File: src/design/ckm_regs.svh
// register map, field positions and timing counts of the clock/mode block
`ifndef CKM_REGS_SVH
`define CKM_REGS_SVH
`define CKM_ADDR_CFG 8'h08
`define CKM_ADDR_STAT 8'h0c
`define CKM_ADDR_RST 8'h0d
`define CKM_ADDR_OUT 8'h0e
`define CKM_RST_KEY 8'hff
`define CKM_CFG_RESET 8'h00
`define CKM_OUT_RESET 8'h00
`define CKM_CFG_DET_BIT 1
`define CKM_STAT_EXT_BIT 0
`define CKM_OUT_AS_GPO_BIT 2
`define CKM_OUT_GPO_BIT 1
`define CKM_OUT_IRQ_BIT 0
`define CKM_CLK_HZ 50000000
`define CKM_SLOW_HZ 32000
`define CKM_DET_MIN_HZ 15000
`define CKM_SYNC_PULSE_PIN_IN_PER 2
`define CKM_SYNC_PULSE_PIN_OUT_PER 3
`define CKM_STARTUP_PIN_US 1000
`define CKM_STARTUP_BIT_US 500
`define CKM_SLOW_CYC (`CKM_CLK_HZ / `CKM_SLOW_HZ)
`define CKM_DET_CYC (`CKM_CLK_HZ / `CKM_DET_MIN_HZ)
`define CKM_SYNC_PULSE_PIN_IN_CYC \
   ((`CKM_SYNC_PULSE_PIN_IN_PER * `CKM_CLK_HZ + `CKM_SLOW_HZ - 1) / `CKM_SLOW_HZ)
`define CKM_SYNC_PULSE_PIN_OUT_CYC (`CKM_SYNC_PULSE_PIN_OUT_PER * `CKM_CLK_HZ / `CKM_SLOW_HZ)
`define CKM_STARTUP_PIN_CYC (`CKM_CLK_HZ / 1000000 * `CKM_STARTUP_PIN_US)
`define CKM_STARTUP_BIT_CYC (`CKM_CLK_HZ / 1000000 * `CKM_STARTUP_BIT_US)
`endif

File: src/design/ckm_pkg.sv
// types of the clock/mode block
package ckm_pkg;
   typedef enum logic [3:0] {
      CKM_ST_RESET = 4'h1,
      CKM_ST_STANDBY = 4'h2,
      CKM_ST_STARTUP = 4'h4,
      CKM_ST_NORMAL = 4'h8
   } ckm_mode_e;
   typedef enum logic [1:0] {
      CKM_SRC_NONE = 2'h0,
      CKM_SRC_PIN = 2'h1,
      CKM_SRC_AUTO = 2'h2,
      CKM_SRC_INT = 2'h3
   } ckm_src_e;
endpackage

File: src/design/ckm_sync2.sv
// two-flop synchroniser
`timescale 1ns/1ns
`default_nettype none
module ckm_sync2 #(
   parameter logic RST_VAL = 1'b0
) (
   input wire logic clk,
   input wire logic srst,
   input wire logic d,
   output logic q
);
   logic meta_q;
   always_ff @(posedge clk) begin
      if (srst) begin
         meta_q <= RST_VAL;
         q <= RST_VAL;
      end else begin
         meta_q <= d;
         q <= meta_q;
      end
   end
endmodule
`default_nettype wire

File: src/design/ckm_ctrl.sv
// clock select, detector, output pins, trigger line and mode sequencer
`timescale 1ns/1ns
`default_nettype none
`include "ckm_regs.svh"
module ckm_ctrl #(
   parameter int SYNC_PULSE_PIN_OUT_CYC = `CKM_SYNC_PULSE_PIN_OUT_CYC,
   parameter int STARTUP_PIN_CYC = `CKM_STARTUP_PIN_CYC,
   parameter int STARTUP_BIT_CYC = `CKM_STARTUP_BIT_CYC
) (
   input wire logic clk,
   input wire logic srst,
   input wire logic [7:0] reg_addr,
   input wire logic [7:0] reg_wdata,
   input wire logic reg_we,
   input wire logic reg_re,
   output logic [7:0] reg_rdata,
   input wire logic slow_clock_pin,
   input wire logic power_on_pin,
   input wire logic chip_run_set,
   input wire logic chip_run_clr,
   input wire logic thermal_shutdown,
   input wire logic irq_req,
   input wire logic sync_pulse_pin_send,
   input wire logic sync_pulse_pin_i,
   output logic sync_pulse_pin_o,
   output logic sync_pulse_pin_oe_n,
   output logic general_output_pin,
   output logic irq_pin_o,
   output logic irq_pin_oe_n,
   output logic engine_tick,
   output logic sync_pulse_pin_received,
   output logic chip_run,
   output ckm_pkg::ckm_mode_e mode,
   output logic outside_clock_in_use
);
   import ckm_pkg::*;

   localparam int SLOW_CYC = `CKM_SLOW_CYC;
   localparam int DET_CYC = `CKM_DET_CYC;
   localparam int SYNC_PULSE_PIN_IN_CYC = `CKM_SYNC_PULSE_PIN_IN_CYC;

   ckm_mode_e state_q;
   logic rst_i;
   logic soft_rst_q;
   logic wr_ok;
   logic active;
   logic [7:0] cfg_q;
   logic [7:0] out_q;
   logic [7:0] cfg_eff_q;
   logic [7:0] out_eff_q;
   logic chip_run_q;
   logic pin_low_seen_q;
   logic [15:0] start_cnt_q;
   logic ext_s;
   logic ext_d_q;
   logic ext_rise;
   logic [11:0] det_cnt_q;
   logic present_q;
   logic ext_used;
   logic [10:0] int_cnt_q;
   logic int_tick;
   logic want_ext;
   logic sel_q;
   logic sync_pulse_pin_s;
   logic [11:0] sync_pulse_pin_low_cnt_q;
   logic [15:0] sync_pulse_pin_out_cnt_q;
   logic [15:0] out_low_len_q;
   ckm_src_e src;

   assign rst_i = srst | soft_rst_q;
   assign active = (state_q == CKM_ST_NORMAL);
   assign mode = state_q;
   assign chip_run = chip_run_q;
   assign src = ckm_src_e'(cfg_eff_q[1:0]);

   ////////////////////////////////////////////////////////////////////////////
   // register port
   assign wr_ok = reg_we & power_on_pin & (state_q != CKM_ST_RESET);

   always_ff @(posedge clk) begin
      if (srst) begin
         soft_rst_q <= 1'b0;
      end else begin
         soft_rst_q <= wr_ok && reg_addr == `CKM_ADDR_RST &&
            reg_wdata == `CKM_RST_KEY;
      end
   end

   always_ff @(posedge clk) begin
      if (rst_i) begin
         cfg_q <= `CKM_CFG_RESET;
         out_q <= `CKM_OUT_RESET;
      end else if (wr_ok) begin
         if (reg_addr == `CKM_ADDR_CFG) begin
            cfg_q <= reg_wdata;
         end else if (reg_addr == `CKM_ADDR_OUT) begin
            out_q <= {5'h00, reg_wdata[2:0]};
         end
      end
   end

   always_ff @(posedge clk) begin
      if (rst_i) begin
         cfg_eff_q <= `CKM_CFG_RESET;
         out_eff_q <= `CKM_OUT_RESET;
      end else if (active) begin
         cfg_eff_q <= cfg_q;
         out_eff_q <= out_q;
      end
   end

   always_ff @(posedge clk) begin
      if (rst_i) begin
         reg_rdata <= 8'h00;
      end else if (reg_re) begin
         if (reg_addr == `CKM_ADDR_CFG) begin
            reg_rdata <= cfg_q;
         end else if (reg_addr == `CKM_ADDR_STAT) begin
            reg_rdata <= {7'h00, ext_used};
         end else if (reg_addr == `CKM_ADDR_OUT) begin
            reg_rdata <= out_q;
         end else begin
            reg_rdata <= 8'h00;
         end
      end
   end

   ////////////////////////////////////////////////////////////////////////////
   // mode sequencer
   always_ff @(posedge clk) begin
      if (rst_i) begin
         chip_run_q <= 1'b0;
      end else if (active && !power_on_pin) begin
         chip_run_q <= 1'b0;
      end else if (chip_run_set && power_on_pin) begin
         chip_run_q <= 1'b1;
      end else if (chip_run_clr) begin
         chip_run_q <= 1'b0;
      end
   end

   always_ff @(posedge clk) begin
      if (rst_i) begin
         state_q <= CKM_ST_RESET;
         start_cnt_q <= 16'h0000;
         pin_low_seen_q <= 1'b1;
      end else begin
         case (state_q)
            CKM_ST_RESET: begin
               state_q <= CKM_ST_STANDBY;
            end
            CKM_ST_STANDBY: begin
               if (!power_on_pin) begin
                  pin_low_seen_q <= 1'b1;
               end
               if (chip_run_q && power_on_pin) begin
                  state_q <= CKM_ST_STARTUP;
                  pin_low_seen_q <= 1'b0;
                  start_cnt_q <= pin_low_seen_q ?
                     16'(STARTUP_PIN_CYC - 1) : 16'(STARTUP_BIT_CYC - 1);
               end
            end
            CKM_ST_STARTUP: begin
               if (!(chip_run_q && power_on_pin)) begin
                  state_q <= CKM_ST_STANDBY;
               end else if (thermal_shutdown) begin
                  state_q <= CKM_ST_STARTUP;
               end else if (start_cnt_q == 16'h0000) begin
                  state_q <= CKM_ST_NORMAL;
               end else begin
                  start_cnt_q <= start_cnt_q - 16'h0001;
               end
            end
            CKM_ST_NORMAL: begin
               if (!(chip_run_q && power_on_pin)) begin
                  state_q <= CKM_ST_STANDBY;
                  pin_low_seen_q <= !power_on_pin;
               end else if (thermal_shutdown) begin
                  state_q <= CKM_ST_STARTUP;
                  start_cnt_q <= 16'h0000;
               end
            end
            default: begin
               state_q <= CKM_ST_RESET;
            end
         endcase
      end
   end

   ////////////////////////////////////////////////////////////////////////////
   // outside clock detector
   ckm_sync2 u_ext_sync (
      .clk(clk),
      .srst(srst),
      .d(slow_clock_pin),
      .q(ext_s)
   );

   always_ff @(posedge clk) begin
      if (srst) begin
         ext_d_q <= 1'b0;
      end else begin
         ext_d_q <= ext_s;
      end
   end

   assign ext_rise = ext_s & ~ext_d_q;

   always_ff @(posedge clk) begin
      if (rst_i) begin
         det_cnt_q <= 12'(DET_CYC);
         present_q <= 1'b0;
      end else if (ext_rise) begin
         det_cnt_q <= 12'h000;
         present_q <= 1'b1;
      end else if (det_cnt_q != 12'(DET_CYC)) begin
         det_cnt_q <= det_cnt_q + 12'h001;
         if (det_cnt_q == 12'(DET_CYC - 1)) begin
            present_q <= 1'b0;
         end
      end
   end

   assign ext_used = cfg_eff_q[`CKM_CFG_DET_BIT] & present_q;
   assign outside_clock_in_use = ext_used;

   ////////////////////////////////////////////////////////////////////////////
   // engine clock select
   always_ff @(posedge clk) begin
      if (rst_i || int_tick) begin
         int_cnt_q <= 11'h000;
      end else begin
         int_cnt_q <= int_cnt_q + 11'h001;
      end
   end

   assign int_tick = (int_cnt_q == 11'(SLOW_CYC - 1));

   always_comb begin
      case (src)
         CKM_SRC_PIN: want_ext = 1'b1;
         CKM_SRC_AUTO: want_ext = ext_used;
         default: want_ext = 1'b0;
      endcase
   end

   always_ff @(posedge clk) begin
      if (rst_i) begin
         sel_q <= 1'b0;
      end else if (sel_q ? (ext_rise || !present_q) : int_tick) begin
         sel_q <= want_ext;
      end
   end

   always_ff @(posedge clk) begin
      if (rst_i) begin
         engine_tick <= 1'b0;
      end else begin
         engine_tick <= active && (sel_q ? ext_rise : int_tick);
      end
   end

   ////////////////////////////////////////////////////////////////////////////
   // general output and irq pins
   always_ff @(posedge clk) begin
      if (rst_i) begin
         general_output_pin <= 1'b0;
         irq_pin_o <= 1'b0;
         irq_pin_oe_n <= 1'b1;
      end else if (out_eff_q[`CKM_OUT_AS_GPO_BIT]) begin
         general_output_pin <= out_eff_q[`CKM_OUT_GPO_BIT];
         irq_pin_o <= out_eff_q[`CKM_OUT_IRQ_BIT];
         irq_pin_oe_n <= 1'b0;
      end else begin
         general_output_pin <= out_eff_q[`CKM_OUT_GPO_BIT];
         irq_pin_o <= 1'b0;
         irq_pin_oe_n <= !(active && irq_req);
      end
   end

   ////////////////////////////////////////////////////////////////////////////
   // trigger line
   ckm_sync2 #(
      .RST_VAL(1'b1)
   ) u_sync_pulse_pin_sync (
      .clk(clk),
      .srst(srst),
      .d(sync_pulse_pin_i),
      .q(sync_pulse_pin_s)
   );

   always_ff @(posedge clk) begin
      if (rst_i || sync_pulse_pin_s || !sync_pulse_pin_oe_n) begin
         sync_pulse_pin_low_cnt_q <= 12'h000;
         sync_pulse_pin_received <= 1'b0;
      end else if (sync_pulse_pin_low_cnt_q != 12'(SYNC_PULSE_PIN_IN_CYC)) begin
         sync_pulse_pin_low_cnt_q <= sync_pulse_pin_low_cnt_q + 12'h001;
         sync_pulse_pin_received <= active &&
            (sync_pulse_pin_low_cnt_q == 12'(SYNC_PULSE_PIN_IN_CYC - 1));
      end else begin
         sync_pulse_pin_received <= 1'b0;
      end
   end

   assign sync_pulse_pin_o = 1'b0;

   always_ff @(posedge clk) begin
      if (rst_i) begin
         sync_pulse_pin_out_cnt_q <= 16'h0000;
         sync_pulse_pin_oe_n <= 1'b1;
      end else if (sync_pulse_pin_out_cnt_q != 16'h0000) begin
         sync_pulse_pin_out_cnt_q <= sync_pulse_pin_out_cnt_q - 16'h0001;
         sync_pulse_pin_oe_n <= (sync_pulse_pin_out_cnt_q == 16'h0001);
      end else if (sync_pulse_pin_send && active) begin
         sync_pulse_pin_out_cnt_q <= 16'(SYNC_PULSE_PIN_OUT_CYC);
         sync_pulse_pin_oe_n <= 1'b0;
      end
   end

   always_ff @(posedge clk) begin
      if (rst_i || sync_pulse_pin_oe_n) begin
         out_low_len_q <= 16'h0000;
      end else begin
         out_low_len_q <= out_low_len_q + 16'h0001;
      end
   end
endmodule
`default_nettype wire

File: config.mk
export PLATFORM = sky130hd
export DESIGN_NAME = ckm_ctrl
export DESIGN_NICKNAME = d
export VERILOG_FILES = /design/src/design/ckm_pkg.sv /design/src/design/ckm_sync2.sv /design/src/design/ckm_ctrl.sv
export VERILOG_INCLUDE_DIRS = /design/src /design/src/design
export SDC_FILE = /design/constraint.sdc
export NUM_CORES = 1
export LEC_CHECK = 0
export BUFFER_PORTS_ARGS = -buffer_cell sky130_fd_sc_hd__buf_2
export CORE_MARGIN = 2
export CORE_UTILIZATION = 64
export DETAILED_ROUTE_END_ITERATION = 10
export HOLD_SLACK_MARGIN = 0.06
export PLACE_DENSITY = 0.94
export REMOVE_ABC_BUFFERS = 1
export SLEW_MARGIN = 0
export SYNTH_ARGS = -nofsm -noshare
export SYNTH_HDL_FRONTEND = slang
export SYNTH_SLANG_ARGS = --single-unit
File: constraint.sdc
create_clock -name clk -period 3.6 [get_ports clk]
set_input_delay 0.9 -clock clk [delete_from_list [all_inputs] [get_ports clk]]
set_output_delay 0.9 -clock clk [all_outputs]
set_load 0.05 [all_outputs]
# Word-level counts from Yosys, hierarchy flattened
# Cells that the tools add are included.
# word_totals
in_bits	28
reg_bits	111
word_cells	142
output_inout_bits	21
# classes
n_reduce_logical	35
mux	37
eq_ne	28
n_bitwise	9
n_addsub	5
# op_table
op	n
$mux W16	9
$pmux W16 S3	1
$eq A8 B4 Y1 const B	4
$sub A16 B1 Y16 const B	2
$add A12 B1 Y12 const B	2
$eq A12 B12 Y1 const B	2
$mux W12	2
$mux W4	6
$ne A12 B12 Y1 const B	2
$eq A16 B1 Y1 const B	1
$logic_not A16 Y1	1
$pmux W4 S4	1
$reduce_bool A16 Y1	1
$mux W1	13
$ne A2 B2 Y1 const B	6
$add A11 B1 Y11 const B	1
$eq A11 B11 Y1 const B	1
$reduce_bool A2 Y1	5
$logic_and A1 B1 Y1	9
$reduce_and A3 Y1	3
$eq A8 B8 Y1 const B	1
$mux W8	1
$reduce_or A2 Y1	4
$reduce_and A7 Y1	1
19 further kinds	35

# Longest topological paths before layout
# Gate-level depths: netlist of the first run.
# logic_depth
word_depth	5
mapped_depth	8
ltp_nobuf	7

# By module
# A second synthesis of the first run with hierarchy kept.
# unflattened
hier_cells	609
area_unflattened_um2	5296.3
# by_module_without_submodules
module	seq_area_each_um2	area_each_um2	cells_each	n_inst
ckm_ctrl	2142.1	5191.2	601	1
ckm_sync2	40.0	52.6	4	2

# Least setup slack after synthesis of the first run
# Ideal clock, no wire load.
# synth_timing
path_kind	input to register
start	input thermal_shutdown
end	register start_cnt_q[3]
stages	6
path_slack_ns	1.232
arrival_time_ns	2.233
n_path_buf	1
required_time_ns	3.466
setup_ns	0.134
path_cell_list	or4b_4 a311oi_4 o21ai_2 buf_2 a21oi_1 o32ai_2
# synth_via
elab_chain_len	2
elab_cells_between_ends	3
classes_between	eq/ne: 2; reduce/logical: 1
# synth_rtl
item	line_no	source
start, declared	ckm_ctrl.sv:21	input wire logic thermal_shutdown,
$ne A2 B2 Y1 (no line)	-	
$reduce_and A7 Y1 (no line) (*)	-	
end signal, assigned	ckm_ctrl.sv:159	start_cnt_q <= pin_low_seen_q ?
end signal, assigned	ckm_ctrl.sv:171	start_cnt_q <= start_cnt_q - 16'h0001;
end, declared	ckm_ctrl.sv:53	logic [15:0] start_cnt_q;
# Mark *: on every way between the ends. The rest lies on a longest branch, timed or not.
# A chain may end at the register's enable or synchronous reset.

# Worst setup path after layout of the first run
# layout_timing
start	register start_cnt_q[0]
end	register start_cnt_q[6]
# layout_via
elab_chain_len	5
elab_cells_between_ends	8
classes_between	add/sub: 1; eq/ne: 1; mux: 4; reduce/logical: 2
# layout_rtl
item	line_no	source
$sub A16 B1 Y16	ckm_ctrl.sv:171	
$mux W16	ckm_ctrl.sv:168	end else if (start_cnt_q == 16'h0000) begin
$mux W16	ckm_ctrl.sv:166	end else if (thermal_shutdown) begin
$mux W16	ckm_ctrl.sv:164	if (!(chip_run_q && power_on_pin)) begin
$pmux W16 S3	ckm_ctrl.sv:148	case (state_q)
# Parallel ways exist; a longest one is shown, timed or not. The select of a mux whose other input is x is not followed.

==> reports/results.md, run 1 <==
| Stage | Parameter | Value |
| --- | --- | --- |
| layout | Final standard cell count with taps included and fillers excluded | 766 |
| floorplan | Core Area | 8090 sq um |
| setup path | Required time at the worst-slack endpoint | 3.90 ns |
| synthesis | Share of synthesized cell area in and, or, nand and nor gates | 0.277 |
| setup path | Worst Setup End Kind | flop |
| global route | Pin count of the biggest net entering global routing | 46 |
| route | Routed length per instance | 15.6 um |
| sta | Accumulated negative setup slack | 0 ns |
| outcome | Outcome | completed |
| route | Number of remaining DRC errors | 0 |
| setup path | Slowest CP cell | o21ai_2 |
| sta | Unrepaired setup endpoints after global routing | false |
| global route | First-pass GRT wire length | 19700 um |
| floorplan | Chip width | 94.8 um |
| route | Via density | 6.13 |
| setup path | Kind of launch point of the worst setup path | flop |
| placement | Final Wtd Congestion | 0.860 |
| clock tree | Number of H-tree levels | 3 |
| synthesis | Fraction of registers with async set or reset after synthesis | 0 |
| floorplan | Overall die height | 94.8 um |
| clock tree | Sinks on Clock Net | 111 |
| setup path | Worst path buffer plus inverter count | 1 |
| layout | Growth of design area from synthesis to finish | 9.73% |
| pwr | Sum of internal, switching and leakage power | 2.97 mW |
| floorplan | Cell row count | 33 |
| sta | Measured slew at the worst slew-check pin | 0.601 ns |
| setup path | Worst-path fanout max | 13 |
| synthesis | Portion of netlist area occupied by mux cells | 0.0323 |
| clock tree | TritonCTS clock tree | done |
| worst hold path | Class of the tightest hold or removal check | reg2reg |
| sta | Max Clock Skew | 0.0162 ns |
| placement | IO buf count | 47 |
| pwr | Total power density per cell area | 513 nW/um^2 |
| sta | Slew margin rel. | 0.599 |
| synthesis | Post-synthesis sequential area ratio | 0.421 |
| floorplan | I/O pin cnt | 49 |
| synthesis | Number of distinct standard cells referenced by the synthesized netlist | 65 |
| synthesis | Summed instance area of the synthesized netlist | 5270 sq um |
| setup path | Largest delay contributor family on the critical path | compound AO/OA/AOI/OAI gates |
| synthesis | Number of standard cells after synthesis | 618 |
| global route | Via count of the first global-routing pass | 4471 |
| layout | Area of all placed cells without fillers | 5790 sq um |
| clock tree | Count of instances resized after the clock tree is built | 0 |
| synthesis | Arithmetic-cell share of the synthesized area counting full adders, half adders and majority gates | 0.0332 |
| synthesis | Compound-cell area share of the yosys netlist | 0.150 |
| clock tree | CTS Buf Count | 9 |
| setup path | Worst stage delay on the critical path | 0.65 ns |
| synthesis | Number of enable flip-flop cells after synthesis | 0 |
| placement | Post-placement cell count | 750 |
| synthesis | Yosys warning count | 0 |
| sta | Final Hold Vio Count | 0 |
| synthesis | Number of flip-flops and latches in the synthesized netlist | 111 |
| synthesis | Mean area per synthesized cell | 8.53 sq um |
| synthesis | Dominant combinational cell family by area after synthesis | simple AND/OR/NAND/NOR gates |
| floorplan | Area of the die | 8980 sq um |
| sta | Number of slew-limit violations in the final report | 0 |
| setup path | Arr. time, crit path | 3.03 ns |
| clock tree | Post-CTS clock slew at the launch and capture registers of the worst setup and hold paths | 0.12 ns |
| layout | Final-stage net count | 698 |
| clock tree | Master cell of the clock root buffer | clkbuf_8 |
| route | 1st-pass router iterations | 4 |
| clock tree | Maximum buffer depth of the clock tree | 2 |
| global route | Number of antenna violations at the first check in global routing | 0 |
| sta | Maximum operating frequency | 367 MHz |
| synthesis | Synth Flop Type | dfxtp_1 |
| sta | Finish-stage setup viols | 0 |
| route | Antenna Nets Post-Route | 0 |
| clock tree | Setup bufs post-CTS | 0 |
| placement | Detail Placement HPWL | 8320 um |
| global route | GRT Util Overall | 0.273 |
| synthesis | Xor and xnor area share after synthesis | 0.0482 |
| clock tree | Worst skew pair latency | 0.38 ns |
| setup path | Cells traversed along the worst timing path | inv_1 > ha_1 > nor3b_1 > nand4b_1 > o21ai_2 > o21ai_0 > a21oi_1 |
| layout | Diodes inserted | 0 |
| clock tree | Number of buffers inserted for hold repair after clock tree synthesis | 0 |
| job | Number of max-capacitance violations reported | 0 |
| setup path | Critical path type | reg2reg |
| pwr | IR drop worst, VDD | 0.332 mV |
| pwr | Leakage | 2.27 nW |
| sta | Final min period | 2.73 ns |
| floorplan | Initial cell density of the core | 0.652 |
| sta | Ratio of final minimum period to clock period | 0.757 |
| route | Number of DRC violations after detailed-routing iteration 0 | 233 |
| layout | Fraction of layout cells with a size suffix above 1 | 0.133 |
| route | Routed Wire Length | 11900 um |
| global route | Global route overflow | 0 |
| route | Via total after detailed routing | 4695 |
| placement | Dpl cell area | 5570 sq um |
-- worst paths after layout --
| path | start | endpoint | slack, ns | cells after the start |
|---|---|---|---|---|
| setup / recovery | start_cnt_q[0] | start_cnt_q[6] | 0.87 | 7 |
| setup reg to reg | start_cnt_q[0] | start_cnt_q[6] | 0.87 | 7 |
| hold reg to reg | u_sync_pulse_pin_sync.meta_q | u_sync_pulse_pin_sync.q | 0.43 | 1 |
| hold / removal | u_sync_pulse_pin_sync.meta_q | u_sync_pulse_pin_sync.q | 0.43 | 1 |
-- placed cells by master (no fill, tap or decap), types with 4 or more instances in the layout --
cell / synthesis / routed
nor4b_1: 7 / 5
buf_4: 1 / 5
o21ai_0: 28 / 28
nor4_1: 11 / 11
nand2_1: 46 / 46
buf_2: 4 / 47
ha_1: 14 / 14
nor2b_1: 13 / 13
nand4_1: 10 / 10
mux2i_1: 17 / 17
o31a_1: 4 / 4
a21oi_1: 47 / 47
clkbuf_8: 0 / 9
and3_1: 7 / 7
nor2_1: 77 / 77
xor2_1: 20 / 20
o21ai_1: 13 / 13
o31ai_1: 5 / 5
and2_1: 8 / 8
nand3_1: 26 / 26
inv_1: 20 / 20
nor3_1: 15 / 15
nand4b_1: 5 / 5
nand2b_1: 8 / 8
dfxtp_1: 111 / 111
xnor2_1: 9 / 9
or2_2: 5 / 5
a31oi_1: 5 / 5
or3_1: 10 / 10
-- cell usage after synthesis (3+ instances only) --
master,count,share of area
o21a_1,3,0.0043
clkbuf_1,18,0.013
nor2_1,77,0.055
nand4_1,10,0.012
nor4_1,11,0.013
or4_1,3,0.0043
inv_1,20,0.014
o21ai_1,13,0.012
a31oi_1,5,0.0059
a211oi_1,3,0.0043
nand3_1,26,0.025
o21ai_0,28,0.027
mux2i_1,17,0.032
dfxtp_1,111,0.42
o31ai_1,5,0.0071
nor4b_1,7,0.012
o31a_1,4,0.0066
o211ai_1,3,0.0043
xnor2_1,9,0.015
a21oi_1,47,0.045
or2_2,5,0.0059
or3_1,10,0.012
and3_1,7,0.0083
nand2b_1,8,0.0095
nand4b_1,5,0.0083
nor3_1,15,0.014
xor2_1,20,0.033
nand2_1,46,0.033
buf_2,4,0.0038
nor4_2,3,0.0071
ha_1,14,0.033
and2_1,8,0.0095
nor2b_1,13,0.015
-- worst reg2reg max path: stages, from the launching register on --
cell and delay (ns):
dfxtp_1 0.36, inv_1 0.08, ha_1 0.19, nor3b_1 0.51, nand4b_1 0.49, o21ai_2 0.65, o21ai_0 0.19, a21oi_1 0.18
-- logic make-up (layout without fill, tap and decap cells) --
| kind of cell | Yosys count | after routing |
|---|---|---|
| other cells | 1 | 1 |
| buf+inv | 45 | 88 |
| flops | 111 | 111 |
| simple gates | 273 | 273 |
| mux | 17 | 17 |
| compound gates | 128 | 128 |
| fa+ha+maj | 14 | 14 |
| xor+xnor | 29 | 29 |
-- through the flow --
stage | hold WS [ns] | util | setup WS (ns)
after floorplan | 0.389 | - | 0.177
after global placement | 0.397 | 0.689 | 1.02
after CTS | 0.426 | 0.715 | 0.954
final | 0.433 | 0.715 | 0.875
after global routing | 0.443 | 0.715 | 0.725
after detailed placement | 0.400 | 0.689 | 0.956
-- final cells by class --
cell class / instances / area, sq um
Clock buffer: 9 / 124
Timing Repair Buffer: 52 / 273
Clock inverter: 7 / 90.1
Fill cell: 643 / 2310
Sequential cell: 111 / 2220
Tap cell: 105 / 131
Multi-Input combinational cell: 462 / 2870
Inverter: 20 / 75.1
-- where the power goes --
group	internal, mW	switching, mW
combinational	0.279	0.464
clock	0.338	0.451
sequential	1.33	0.111
-- layer usage --
metal  track usage  wire length [um]  up-vias
met1         0.321              4980     2230
li1              -                 -     2270
met3        0.0511               681       26
met4        0.0845               231        0
met2         0.501              6030      169
met5             0                 0        -
-- flip-flops by register name, summed over array words and instances (netlist names), 2 cells and up --
signal / cells
start_cnt_q: 16
sync_pulse_pin_out_cnt_q: 16
det_cnt_q: 12
sync_pulse_pin_low_cnt_q: 12
int_cnt_q: 11
cfg_q: 8
reg_rdata: 8
mode: 4
out_eff_q: 3
out_q: 3
cfg_eff_q: 2
Power figures use the tool's default switching activity.
==> inputs of run 2 (changes only) <==
ABC_AREA = 1   (was default)
CORE_UTILIZATION = 54   (was 64)
PLACE_DENSITY = 0.85   (was 0.94)
clock period = 2.33 ns   (was 3.6 ns; I/O delays follow)
==> run 2 against run 1 <==
  * Synthesized cell count grew 24%
  * Via count grew 3.9%
  * Sequential power grew 56%
  * Cell count grew 24%
  * Setup slack lost 0.43 ns
  * Clock skew shrank 0.0045 ns
  * Core utilization shrank 11 points
  * Register-to-register slack lost 0.43 ns
  * Global-route usage shrank 6.0 points
  * First-iteration DRC count grew 6.0%
  * Combinational power grew 110%
  * Maximum frequency grew 44%
  * Critical endpoint is now start_cnt_q[2]
  * Largest power group unchanged
  * Highest routed layer unchanged
==> reports/results.md, run 2 <==
| Stage | Parameter | Value | vs previous |
| --- | --- | --- | --- |
| setup path | Worst Setup End Kind | flop |  |
| synthesis | Mean area per synthesized cell | 7.02 sq um | -18% |
| sta | Maximum operating frequency | 530 MHz | +44% |
| global route | Number of antenna violations at the first check in global routing | 0 | unchanged |
| floorplan | Area of the die | 10800 sq um | +20% |
| clock tree | Post-CTS clock slew at the launch and capture registers of the worst setup and hold paths | 0.10 ns | -0.02 ns |
| global route | Global route overflow | 0 | unchanged |
| synthesis | Number of standard cells after synthesis | 767 | +24% |
| setup path | Required time at the worst-slack endpoint | 2.59 ns | -1.31 ns |
| route | Number of DRC violations after detailed-routing iteration 0 | 247 | +6.0% |
| job | Number of max-capacitance violations reported | 0 | unchanged |
| setup path | Slowest CP cell | dfxtp_1 |  |
| layout | Final core utilization | 0.608 | -0.107 |
| sta | Worst Hold Slack | 0.370 ns | -0.0630 ns |
| clock tree | Setup bufs post-CTS | 0 | unchanged |
| synthesis | Number of enable flip-flop cells after synthesis | 0 | unchanged |
| floorplan | I/O pin cnt | 49 | unchanged |
| synthesis | Synth Flop Type | dfxtp_1 |  |
| setup path | Kind of launch point of the worst setup path | flop |  |
| setup path | Worst stage delay on the critical path | 0.39 ns | -0.26 ns |
| sta | Final Hold Vio Count | 0 | unchanged |
| setup path | Cells traversed along the worst timing path | nor2_2 > nand2_2 > nand2_2 > nand2_2 > nand2_1 > nor2_4 > nand2_1 > nor2_1 > nor2_1 |  |
| synthesis | Yosys warning count | 0 | unchanged |
| floorplan | Chip width | 104 um | +9.6% |
| pwr | IR drop worst, VDD | 0.410 mV | +23% |
| route | Routed Wire Length | 11200 um | -6.2% |
| synthesis | Post-synthesis sequential area ratio | 0.413 | -0.00881 |
| route | Antenna Nets Post-Route | 0 | unchanged |
| clock tree | Number of H-tree levels | 3 | unchanged |
| setup path | Arr. time, crit path | 2.15 ns | -0.88 ns |
| route | Number of remaining DRC errors | 0 | unchanged |
| synthesis | Summed instance area of the synthesized netlist | 5390 sq um | +2.1% |
| placement | Detail Placement HPWL | 8280 um | -0.48% |
| sta | Accumulated negative setup slack | 0 ns | unchanged |
| sta | Final min period | 1.89 ns | -0.837 ns |
| route | 1st-pass router iterations | 4 | unchanged |
| clock tree | Maximum buffer depth of the clock tree | 2 | unchanged |
| layout | Final-stage net count | 855 | +22% |
| outcome | Outcome | completed |  |
| setup path | Worst-path fanout max | 16 | +3 |
| floorplan | Cell row count | 36 | +9.1% |
| layout | Diodes inserted | 0 | unchanged |
| setup path | Crit-path most repeated cell | nand2_2 |  |
| synthesis | Number of flip-flops and latches in the synthesized netlist | 111 | unchanged |
| clock tree | CTS Buf Count | 9 | unchanged |
| clock tree | TritonCTS clock tree | done |  |
| clock tree | Sinks on Clock Net | 111 | unchanged |
| clock tree | Number of buffers inserted for hold repair after clock tree synthesis | 0 | unchanged |
| clock tree | Master cell of the clock root buffer | clkbuf_8 |  |
| placement | Final Wtd Congestion | 0.860 | unchanged |
| global route | GRT Util Overall | 0.213 | -0.0598 |
| pwr | Total power density per cell area | 825 nW/um^2 | +61% |
| floorplan | Initial cell density of the core | 0.554 | -0.0980 |
| worst hold path | Class of the tightest hold or removal check | in2reg |  |
| synthesis | Synth cell count leaders | nand2_1 (136), nor2_1 (124), dfxtp_1 (111) |  |
| route | Via total after detailed routing | 4878 | +3.9% |
| layout | Fraction of layout cells with a size suffix above 1 | 0.113 | -0.0205 |
| synthesis | Fraction of registers with async set or reset after synthesis | 0 | unchanged |
| synthesis | Main area contributors after synthesis | dfxtp_1 (41%), nand2_1 (9.5%), nor2_1 (8.6%) |  |
| route | Routed length per instance | 11.8 um | -24% |
| route | Via density | 5.13 | -16% |
| global route | First-pass GRT wire length | 19300 um | -2.4% |
| sta | Finish-stage setup viols | 0 | unchanged |
| global route | Pin count of the biggest net entering global routing | 40 | -13% |
| synthesis | Most frequent cell after synthesis | nand2_1 |  |
| sta | Unrepaired setup endpoints after global routing | false |  |
| clock tree | Count of instances resized after the clock tree is built | 0 | unchanged |
| placement | IO buf count | 47 | unchanged |
| pwr | Leakage | 2.55 nW | +13% |
| synthesis | Cell type with the largest total area after synthesis | dfxtp_1 |  |
| global route | Via count of the first global-routing pass | 4325 | -3.3% |
| clock tree | Worst skew pair latency | 0.37 ns | about the same |
| floorplan | Overall die height | 104 um | +9.6% |
| layout | Most common library cell in the layout ignoring fill and taps | nand2_1 |  |
| layout | Growth of design area from synthesis to finish | 9.78% | about the same |
| synthesis | Portion of synthesized cell area occupied by the leading cell type | 0.413 | -0.00881 |
| sta | Measured slew at the worst slew-check pin | 0.661 ns | +0.0603 ns |
| sta | Slew margin rel. | 0.559 | -0.0406 |
| sta | Max Clock Skew | 0.0117 ns | -0.00452 ns |
| layout | Registers with the highest flip-flop counts | start_cnt_q: 16 flops, sync_pulse_pin_out_cnt_q: 16 flops |  |
| setup path | Critical path type | reg2reg |  |
| layout | Top library cells by usage in the layout, fill and taps aside | nand2_1 (136), nor2_1 (124), dfxtp_1 (111) |  |
| floorplan | Core Area | 9730 sq um | +20% |
| sta | Number of slew-limit violations in the final report | 0 | unchanged |
| synthesis | Number of distinct standard cells referenced by the synthesized netlist | 36 | -45% |
| sta | Ratio of final minimum period to clock period | 0.810 | +0.0534 |
[run 2: cell count changes in the layout (fill, tap and decap cells not counted), sizes merged, moves of 10 or more]
cell,change
nand2,+99
o21ai,+15
inv,+67
a21oi,+14
nor2b,-13
nor2,+56
nand3,+25
or3,-10
mux2i,-17
[run 2: metrics by stage]
stage / setup WS, ns / area, sq um / instances / power [mW]
6_report: 0.442 / 5910 / 950 / 4.88
5_1_grt: 0.234 / 5910 / 950 / 5.26
4_1_cts: 0.457 / 5910 / 950 / 4.91
3_5_place_dp: 0.304 / 5730 / 935 / 3.81
3_3_place_gp: 0.357 / 5730 / 935 / 3.77
2_1_floorplan: -0.178 / 5310 / 752 / 3.49
[run 2: per-layer routing]
metal / global-route usage / share of wire / vias to the layer above
met3: 0.0376 / 0.039 / 15
li1: - / - / 2589
met5: 0 / 0 / -
met1: 0.299 / 0.51 / 2182
met2: 0.334 / 0.44 / 92
met4: 0.0724 / 0.016 / 0
[run 2: path summary, 6_finish.rpt]
check	from	end	slack, ns	depth (start not counted)
setup / recovery	mode[0]	start_cnt_q[2]	0.44	9
hold / removal	irq_req	irq_pin_oe_n	0.37	2
setup reg to reg	mode[0]	start_cnt_q[2]	0.44	9
hold reg to reg	u_ext_sync.meta_q	u_ext_sync.q	0.42	2
[run 2: area by class of cell]
| cell class | instances | area (sq um) |
|---|---|---|
| Clock buffer | 11 | 131 |
| Tap cell | 133 | 166 |
| Multi-Input combinational cell | 551 | 2750 |
| Clock inverter | 4 | 47.5 |
| Timing Repair Buffer | 50 | 258 |
| Fill cell | 944 | 3820 |
| Inverter | 90 | 338 |
| Sequential cell | 111 | 2220 |
[run 2: worst max-delay path, delay by kind of cell, from the launching register on]
family           cells  cell delay (ns)
and+or+nand+nor      9             1.38
DFF                  1             0.39
[run 2: report_power, final]
part / internal, mW / total (mW) / switching, mW
Combinational: 0.544 / 1.53 / 0.987
Clock: 0.489 / 1.10 / 0.606
Sequential: 2.09 / 2.25 / 0.165
Total: 3.12 / 4.88 / 1.76
[run 2: logic make-up after synthesis]
kind of cell               Yosys count  synth area share
and+or+nand+nor                    383             0.315
AOI/OAI and AO/OA                  134             0.131
DFF                                111             0.413
buffers and inverters              105            0.0769
xor gates and xnor gates            19            0.0309
adders and majority gates           14            0.0325
other                                1          0.000696
